`config.mk`:
```
export PLATFORM = sky130hd
export DESIGN_NAME = nve_dev_end_flat
export DESIGN_NICKNAME = d
export VERILOG_FILES = /design/src/nve_pkg.sv /design/src/nve_sfr_if.sv /design/src/nve_dev_end.sv /design/src/flat_wrapper.sv
export VERILOG_INCLUDE_DIRS = /design/src
export SDC_FILE = /design/constraint.sdc
export NUM_CORES = 1
export LEC_CHECK = 0
export BUFFER_PORTS_ARGS = -buffer_cell sky130_fd_sc_hd__buf_2
export CAP_MARGIN = 10
export CORE_MARGIN = 5
export CORE_UTILIZATION = 52
export DETAILED_ROUTE_END_ITERATION = 8
export MAX_ROUTING_LAYER = met4
export PLACE_DENSITY = 0.66
export SYNTH_ARGS = -nofsm -noshare
export SYNTH_HDL_FRONTEND = slang
export SYNTH_SLANG_ARGS = --single-unit
```
`constraint.sdc`:
```
create_clock -name CLK_I -period 2.8 [get_ports CLK_I]
set_input_delay 0.56 -clock CLK_I [delete_from_list [all_inputs] [get_ports CLK_I]]
set_output_delay 0.56 -clock CLK_I [all_outputs]
set_load 0.02 [all_outputs]
```
`src/nve_params.svh`:
```
`ifndef NVE_PARAMS_SVH
`define NVE_PARAMS_SVH

// Direct function register addresses
`define NVE_A_INDIRECT_PORT   8'h02
`define NVE_A_INDIRECT_PTR    8'h03
`define NVE_A_BANK_SELECT     8'h04
`define NVE_A_IRQ_CTRL        8'h0E
`define NVE_A_CELL_INDEX      8'h1A
`define NVE_A_CELL_VALUE      8'h1B

// Control register location
`define NVE_CTRL_PTR          8'h40
`define NVE_CTRL_BANK         1'h1

// Control register fields
`define NVE_B_FETCH_TRIG      0
`define NVE_B_FETCH_PERMIT    1
`define NVE_B_PROG_TRIG       2
`define NVE_B_PROG_PERMIT     3
`define NVE_CTRL_RESET        4'h0

// Interrupt control fields
`define NVE_B_IRQ_GATE        0
`define NVE_B_IRQ_MASK        1
`define NVE_B_IRQ_FLAG        2

// Array size
`define NVE_CELLS             32
`define NVE_CELL_AW           5

// Timing
`define NVE_CLK_HZ            250000000
`define NVE_CLK_NS            4
`define NVE_LIRC_HZ           32000
`define NVE_READ_NS           12
`define NVE_READ_CYC  ((`NVE_READ_NS + `NVE_CLK_NS - 1) / `NVE_CLK_NS)
`define NVE_LIRC_DIV          (`NVE_CLK_HZ / `NVE_LIRC_HZ)
`define NVE_WRITE_TICKS       64

`endif

```
`src/nve_pkg.sv`:
```
package nve_pkg;
	typedef logic [7:0] nve_byte_t;
	typedef logic [4:0] nve_cell_t;
	typedef enum logic [4:0] {
		H_IDLE,
		H_IDX,
		H_VAL,
		H_PTR,
		H_BANK,
		H_GATE_OFF,
		H_WPERMIT,
		H_WTRIG,
		H_GATE_ON,
		H_RPERMIT,
		H_RTRIG,
		H_POLL,
		H_POLL_WAIT,
		H_POLL_CHK,
		H_CLR_CTRL,
		H_CLR_BANK,
		H_FETCH,
		H_FETCH_WAIT,
		H_FETCH_TAKE,
		H_HALT
	} nve_host_state_e;
endpackage

```
`src/nve_sfr_if.sv`:
```
interface nve_sfr_if;
	nve_pkg::nve_byte_t sfr_addr;
	logic               sfr_wr;
	nve_pkg::nve_byte_t sfr_wdata;
	nve_pkg::nve_byte_t sfr_rdata;
	logic               halt;
	logic               nv_irq_req;

	modport dev (
		input  sfr_addr,
		input  sfr_wr,
		input  sfr_wdata,
		input  halt,
		output sfr_rdata,
		output nv_irq_req
	);

	modport cpu (
		output sfr_addr,
		output sfr_wr,
		output sfr_wdata,
		output halt,
		input  sfr_rdata,
		input  nv_irq_req
	);
endinterface

```
`src/nve_dev_end.sv`:
```
`include "nve_params.svh"

module nve_dev_end #(
	parameter int LIRC_DIV    = `NVE_LIRC_DIV,
	parameter int WRITE_TICKS = `NVE_WRITE_TICKS
) (
	input  wire logic  CLK_I,
	input  wire logic  RESET_I,
	nve_sfr_if.dev     SFR,
	output logic       WRITE_DONE_O
);
	localparam int PW = $clog2(LIRC_DIV);

	////////////////////////////////////////////////////////////////////////
	// Function registers

	nve_pkg::nve_byte_t mem [`NVE_CELLS];
	nve_pkg::nve_cell_t cell_index_reg;
	nve_pkg::nve_byte_t cell_value_reg;
	nve_pkg::nve_byte_t indirect_pointer_b_reg;
	logic               bank_select_reg;
	logic               program_permit_reg;
	logic               program_trig_reg;
	logic               fetch_permit_reg;
	logic               fetch_trig_reg;
	logic               global_irq_gate_reg;
	logic               nv_irq_mask_reg;
	logic               nv_irq_flag_reg;
	logic [3:0]         rd_cnt_reg;
	logic [PW-1:0]      presc_reg;
	logic [7:0]         wr_cnt_reg;
	nve_pkg::nve_byte_t rdata_reg;
	logic               irq_reg;
	logic               done_reg;

	logic ctrl_sel;
	logic ctrl_wr;
	logic start_rd;
	logic start_wr;
	logic rd_done;
	logic wr_done;
	logic tick;
	logic busy;

	assign ctrl_sel = bank_select_reg == `NVE_CTRL_BANK &&
		indirect_pointer_b_reg == `NVE_CTRL_PTR;
	assign ctrl_wr  = SFR.sfr_wr && SFR.sfr_addr == `NVE_A_INDIRECT_PORT &&
		ctrl_sel;
	assign busy     = fetch_trig_reg || program_trig_reg;
	assign start_rd = ctrl_wr && SFR.sfr_wdata[`NVE_B_FETCH_TRIG] &&
		!SFR.sfr_wdata[`NVE_B_PROG_TRIG] && fetch_permit_reg &&
		!busy && !SFR.halt;
	assign start_wr = ctrl_wr && SFR.sfr_wdata[`NVE_B_PROG_TRIG] &&
		!SFR.sfr_wdata[`NVE_B_FETCH_TRIG] && program_permit_reg &&
		!busy && !SFR.halt;
	assign tick     = presc_reg == PW'(LIRC_DIV - 1);
	assign rd_done  = fetch_trig_reg && rd_cnt_reg == 4'h0 && !SFR.halt;
	assign wr_done  = program_trig_reg && wr_cnt_reg == 8'h00 &&
		!SFR.halt;

	always_ff @(posedge CLK_I) begin
		if (RESET_I) begin
			cell_index_reg         <= 5'h00;
			indirect_pointer_b_reg <= 8'h00;
			bank_select_reg        <= 1'h0;
		end else if (SFR.sfr_wr) begin
			if (SFR.sfr_addr == `NVE_A_CELL_INDEX)
				cell_index_reg <= SFR.sfr_wdata[`NVE_CELL_AW-1:0];
			if (SFR.sfr_addr == `NVE_A_INDIRECT_PTR)
				indirect_pointer_b_reg <= SFR.sfr_wdata;
			if (SFR.sfr_addr == `NVE_A_BANK_SELECT)
				bank_select_reg <= SFR.sfr_wdata[0];
		end
	end

	// Permit bits follow software; zero written clears them
	always_ff @(posedge CLK_I) begin
		if (RESET_I) begin
			program_permit_reg <= 1'h0;
			fetch_permit_reg   <= 1'h0;
		end else if (ctrl_wr) begin
			program_permit_reg <= SFR.sfr_wdata[`NVE_B_PROG_PERMIT];
			fetch_permit_reg   <= SFR.sfr_wdata[`NVE_B_FETCH_PERMIT];
		end
	end

	// Triggers stay high for the cycle and drop by hardware
	always_ff @(posedge CLK_I) begin
		if (RESET_I) begin
			fetch_trig_reg   <= 1'h0;
			program_trig_reg <= 1'h0;
		end else if (SFR.halt) begin
			fetch_trig_reg   <= 1'h0;
			program_trig_reg <= 1'h0;
		end else begin
			if (rd_done)
				fetch_trig_reg <= 1'h0;
			else if (start_rd)
				fetch_trig_reg <= 1'h1;
			if (wr_done)
				program_trig_reg <= 1'h0;
			else if (start_wr)
				program_trig_reg <= 1'h1;
		end
	end

	////////////////////////////////////////////////////////////////////////
	// Cycle timing

	always_ff @(posedge CLK_I) begin
		if (RESET_I)
			rd_cnt_reg <= 4'h0;
		else if (start_rd)
			rd_cnt_reg <= 4'(`NVE_READ_CYC - 1);
		else if (rd_cnt_reg != 4'h0)
			rd_cnt_reg <= rd_cnt_reg - 4'h1;
	end

	// Free-running low-speed timer, not in step with the write launch
	always_ff @(posedge CLK_I) begin
		if (RESET_I)
			presc_reg <= '0;
		else if (tick)
			presc_reg <= '0;
		else
			presc_reg <= presc_reg + PW'(1);
	end

	always_ff @(posedge CLK_I) begin
		if (RESET_I)
			wr_cnt_reg <= 8'h00;
		else if (start_wr)
			wr_cnt_reg <= 8'(WRITE_TICKS);
		else if (tick && wr_cnt_reg != 8'h00)
			wr_cnt_reg <= wr_cnt_reg - 8'h01;
	end

	////////////////////////////////////////////////////////////////////////
	// Array and value register

	always_ff @(posedge CLK_I) begin
		if (wr_done)
			mem[cell_index_reg] <= cell_value_reg;
	end

	always_ff @(posedge CLK_I) begin
		if (RESET_I)
			cell_value_reg <= 8'h00;
		else if (rd_done)
			cell_value_reg <= mem[cell_index_reg];
		else if (SFR.sfr_wr && SFR.sfr_addr == `NVE_A_CELL_VALUE)
			cell_value_reg <= SFR.sfr_wdata;
	end

	////////////////////////////////////////////////////////////////////////
	// Interrupt request

	always_ff @(posedge CLK_I) begin
		if (RESET_I) begin
			global_irq_gate_reg <= 1'h0;
			nv_irq_mask_reg     <= 1'h0;
			nv_irq_flag_reg     <= 1'h0;
		end else begin
			if (SFR.sfr_wr && SFR.sfr_addr == `NVE_A_IRQ_CTRL) begin
				global_irq_gate_reg <= SFR.sfr_wdata[`NVE_B_IRQ_GATE];
				nv_irq_mask_reg     <= SFR.sfr_wdata[`NVE_B_IRQ_MASK];
				nv_irq_flag_reg     <= SFR.sfr_wdata[`NVE_B_IRQ_FLAG];
			end
			if (wr_done)
				nv_irq_flag_reg <= 1'h1;
		end
	end

	always_ff @(posedge CLK_I) begin
		if (RESET_I) begin
			irq_reg  <= 1'h0;
			done_reg <= 1'h0;
		end else begin
			irq_reg  <= nv_irq_flag_reg && nv_irq_mask_reg &&
				global_irq_gate_reg;
			done_reg <= wr_done;
		end
	end

	////////////////////////////////////////////////////////////////////////
	// Read-back

	always_ff @(posedge CLK_I) begin
		if (RESET_I)
			rdata_reg <= 8'h00;
		else begin
			case (SFR.sfr_addr)
				`NVE_A_CELL_INDEX:   rdata_reg <= {3'h0, cell_index_reg};
				`NVE_A_CELL_VALUE:   rdata_reg <= cell_value_reg;
				`NVE_A_INDIRECT_PTR: rdata_reg <= indirect_pointer_b_reg;
				`NVE_A_BANK_SELECT:  rdata_reg <= {7'h00, bank_select_reg};
				`NVE_A_IRQ_CTRL:     rdata_reg <= {5'h00, nv_irq_flag_reg,
					nv_irq_mask_reg, global_irq_gate_reg};
				`NVE_A_INDIRECT_PORT: begin
					if (ctrl_sel)
						rdata_reg <= {4'h0, program_permit_reg,
							program_trig_reg, fetch_permit_reg, fetch_trig_reg};
					else
						rdata_reg <= 8'h00;
				end
				default:             rdata_reg <= 8'h00;
			endcase
		end
	end

	assign SFR.sfr_rdata  = rdata_reg;
	assign SFR.nv_irq_req = irq_reg;
	assign WRITE_DONE_O   = done_reg;
endmodule

```
`src/flat_wrapper.sv`:
```
// flat-port wrapper written by rule: the top's interface ports become plain ports
module nve_dev_end_flat 
#(
	parameter int LIRC_DIV    = `NVE_LIRC_DIV,
	parameter int WRITE_TICKS = `NVE_WRITE_TICKS
)
  (CLK_I, RESET_I, WRITE_DONE_O, SFR_sfr_addr, SFR_sfr_wr, SFR_sfr_wdata, SFR_halt, SFR_sfr_rdata, SFR_nv_irq_req);
  nve_sfr_if SFR_i ();
  input  wire logic CLK_I;
  input  wire logic RESET_I;
  output logic WRITE_DONE_O;
  input wire logic [$bits(SFR_i.sfr_addr)-1:0] SFR_sfr_addr;
  input wire logic [$bits(SFR_i.sfr_wr)-1:0] SFR_sfr_wr;
  input wire logic [$bits(SFR_i.sfr_wdata)-1:0] SFR_sfr_wdata;
  input wire logic [$bits(SFR_i.halt)-1:0] SFR_halt;
  output wire logic [$bits(SFR_i.sfr_rdata)-1:0] SFR_sfr_rdata;
  output wire logic [$bits(SFR_i.nv_irq_req)-1:0] SFR_nv_irq_req;
  assign SFR_i.sfr_addr = SFR_sfr_addr;
  assign SFR_i.sfr_wr = SFR_sfr_wr;
  assign SFR_i.sfr_wdata = SFR_sfr_wdata;
  assign SFR_i.halt = SFR_halt;
  assign SFR_sfr_rdata = SFR_i.sfr_rdata;
  assign SFR_nv_irq_req = SFR_i.nv_irq_req;
  nve_dev_end #(.LIRC_DIV(LIRC_DIV), .WRITE_TICKS(WRITE_TICKS)) u_core (.CLK_I(CLK_I), .RESET_I(RESET_I), .SFR(SFR_i), .WRITE_DONE_O(WRITE_DONE_O));
endmodule
```
==> qor_table.md <==
| Parameter | Reported |
|:---|:---|
| Run status | finished, final reports clean |
| Residual overflow from global routing | 0 |
| PortBufs | 29 |
| Post-detail-place hpwl | 19600 um |
| Worst reg2reg setup slack | 210 ps |
| Total die area | 28400 sq um |
| Top routing layer in use | met4 |
| First-pass GRT wire length | 45000 um |
| Synth cell types | 67 |
| Power Dens Cells | 642 nW/um^2 |
| Number of H-tree levels | 2 |
| Register clock-pin slew on the reported worst setup and hold paths | 60 ps |
| Delay contributed by the slowest stage of the critical path | 760 ps |
| Cells along the critical path | buf_4, mux4_2, mux2i_1, a2111oi_0, buf_4, nor3_1, a211oi_1 |
| Pin count of the biggest net entering global routing | 33 |
| Unrepaired setup endpoints after global routing | false |
| Most frequent standard cell in the layout excluding fill and tap cells | sky130_fd_sc_hd__edfxtp_1 |
| Layout area overhead | 14.2% |
| Commonest non-fill, non-tap cells in the layout | 256 x sky130_fd_sc_hd__edfxtp_1, 72 x sky130_fd_sc_hd__nor2_1, 67 x sky130_fd_sc_hd__dfxtp_1 |
| Worst hold-check path type | in -> reg |
| Part of the Yosys area used for sequential elements | 69.4% |
| Type of element capturing the critical path | register |
| Final critical-path setup slack | 215 ps |
| Buffers from clock root to sink, at most | 3 |
| Remaining max-slew budget at the tightest pin | 32.5% |
| Worst-Skew Late Latency | 510 ps |
| WL final | 29400 um |
| Routed met2 length | 14600 um |
| Worst slack after detailed placement | 271 ps |
| Critical path type | reg -> reg |
| Detailed-route via count | 7439 |
| Number of filler cells placed in the layout | 1855 |
| Max Cap Viol | 0 |
| Period utilisation layout | 92.3% |
| Router iterations before antenna repair | 5 |
| Endpoint of the lowest-slack register-to-register path | u_core.cell_value_reg[3]$_SDFFE_PP0P_ |
| Post-route insts no fill | 1230 |
| Overall track demand over capacity in global routing | 21.4% |
| DR WL/cell | 23.9 um |
| Predominant post-synthesis flop cell | sky130_fd_sc_hd__edfxtp_1 |
| Detailed route wirelength on metal3 | 1860 um |
| Horizontal die dimension | 169 um |
| Sink Count | 325 |
| Share of the core filled with cells | 59.8% |
| Arrival time at the worst endpoint | 2990 ps |
| Slew at the pin closest to its max-slew limit | 987 ps |
| Synth async-reset ratio | 0% |
| 1st-iter DRT viols | 840 |
| Syn_nets | 812 |
| Time the final worst path needs with I/O delays and setup | 2590 ps |
| Floorplan die height | 169 um |
| Fin nets | 900 |
| Final antenna-violating net count | 0 |
| Portion of synthesized cell area occupied by the leading cell type | 58.8% |
| Cell area after layout | 14900 sq um |
| Dominant cells by area after synthesis | sky130_fd_sc_hd__edfxtp_1 59%, sky130_fd_sc_hd__dfxtp_1 11%, sky130_fd_sc_hd__mux4_2 7.6%, sky130_fd_sc_hd__mux2i_1 3.4%, sky130_fd_sc_hd__mux4_1 2.8% |
| Hold Slack | 348 ps |
| Sink of the worst hold path | u_core.indirect_pointer_b_reg[5]$_SDFFE_PP0P_ |
| Setup-failing EPs final | 0 |
| Top achievable clock speed | 0.387 GHz |
| Static Leakage | 5.24 nW |
| CTS tree | built |
| Number of antenna violations at the first check in global routing | 0 |
| CTS Root Cell | sky130_fd_sc_hd__clkbuf_16 |
| Worst hold path cell count | 3 |
| Number of synthesized register bits | 325 |
| Crit-path slowest cell | sky130_fd_sc_hd__a2111oi_0 |
| Metal-1 WL | 12300 um |
| Vias in the first global route | 7572 |
| Initial standard-cell utilization of the core | 52.4% |
| Post-synth top area cell | sky130_fd_sc_hd__edfxtp_1 |
| Number of hold-slack violations in the final timing report | 0 |
| Kind of launch point of the worst setup path | register |
| TritonCTS Buffers | 35 |
| Max-slew violations | 0 |
| Synthesized cell area | 13100 sq um |
| Peak supply drop | 0.552 mV |
| Cells on worst reg2reg path | 7 |
| Antenna cell count | 0 |
| Area of the core | 25000 sq um |
| Min-delay src | SFR_sfr_wdata[5] |
| Share of layout cells above drive strength 1 | 22.0% |
| Setup Total Neg Slack | 0 ps |
| Placed cell count | 1170 |
| Setup clock skew after layout | 13.8 ps |
| Highest fanout seen on the critical path | 24 |
| Hold-fix buffers at CTS | 0 |
| GP Congestion | 0.888 |
| Count of pins on the block boundary | 30 |
| Number of synthesized flops with an enable pin | 256 |
| Tot Pwr | 9.59 mW |
| Post-CTS repair timing setup buffer count | 0 |
| Post-synthesis average cell area | 16.6 sq um |
| Number of standard-cell rows in the floorplan | 58 |
| Synth warnings | 0 |
| Number of flip-flops in the largest register | 256 |
| Post-DP Area | 13900 sq um |
| Number of design rule violations left after detail routing | 0 |
| Critical Path Most Common Cell | sky130_fd_sc_hd__buf_4 |
| Gate count of the mapped netlist | 789 |
| Drt via density | 6.05 |
| Critical path required time | 3210 ps |
| Resized Gates After CTS | 0 |
-- routing by layer --
metal,vias to the layer above,global-route usage [%]
met5,-,-
met4,0,5.58
met3,50,3.62
met2,270,34.3
met1,3797,28.9
li1,3322,-
-- Yosys cell counts (all sizes together), types with 4 or more instances --
cell	instances
a2111oi	4
a211oi	9
a21oi	23
a221oi	7
a22oi	10
and3	7
and4	4
buf	18
clkbuf	20
dfxtp	69
edfxtp	256
inv	8
mux2i	45
mux4	58
nand2	34
nand3	21
nand3b	8
nand4	9
nand4b	4
nor2	72
nor3	12
nor3b	9
nor4	5
o21ai	5
o22ai	6
or4	4
xnor2	5
xor2	15
-- worst max-delay path: cells and delay by family (launching register included) --
family | cells | cell delay [ps]
compound gates | 2 | 990
flops | 1 | 640
buf+inv | 2 | 490
mux | 2 | 320
simple gates | 1 | 50
-- report_power, final --
group	internal [mW]	switching (mW)
clock	2.57	1.77
sequential	5.14	0.0121
combinational	0.0325	0.0603
total	7.75	1.84
-- kinds of logic (layout without fill, tap and decap cells) --
group / Yosys count / count (layout) / synth area share [%]
flip-flops: 325 / 325 / 69.4
AND/OR/NAND/NOR: 206 / 206 / 8.32
multiplexers: 106 / 106 / 14.1
AO/OA/AOI/OAI: 82 / 82 / 4.49
buffers and inverters: 47 / 158 / 2.08
XOR/XNOR: 20 / 20 / 1.34
adder cells (fa/ha/maj): 3 / 3 / 0.287
-- how the worst max path moves through the flow --
stage / start / endpoint / slack [ps] / depth (start not counted)
detailed placement: register / u_core.cell_value_reg[3]$_SDFFE_PP0P_ / 270 / 7
floorplan: u_core.wr_cnt_reg[4]$_SDFFE_PP0P_ / u_core.mem[0][0]$_DFFE_PP_ / 580 / 5
finish: register / u_core.cell_value_reg[3]$_SDFFE_PP0P_ / 210 / 7
CTS: register / u_core.cell_value_reg[3]$_SDFFE_PP0P_ / 240 / 7
global placement: register / u_core.cell_value_reg[3]$_SDFFE_PP0P_ / 240 / 7
global route: register / u_core.cell_value_reg[5]$_SDFFE_PP0P_ / 110 / 6
-- area by class of cell --
| type | count | area, sq um | area share (%) |
|---|---|---|---|
| clock buffer | 41 | 898 | 6.02 |
| clock inverter | 19 | 175 | 1.17 |
| multi-input combinational | 417 | 3730 | 25.0 |
| tap | 330 | 413 | 2.77 |
| sequential | 325 | 9070 | 60.8 |
| inverter | 9 | 33.8 | 0.226 |
| timing repair buffer | 89 | 608 | 4.07 |
No activity file was read; power rests on OpenSTA's default activity.
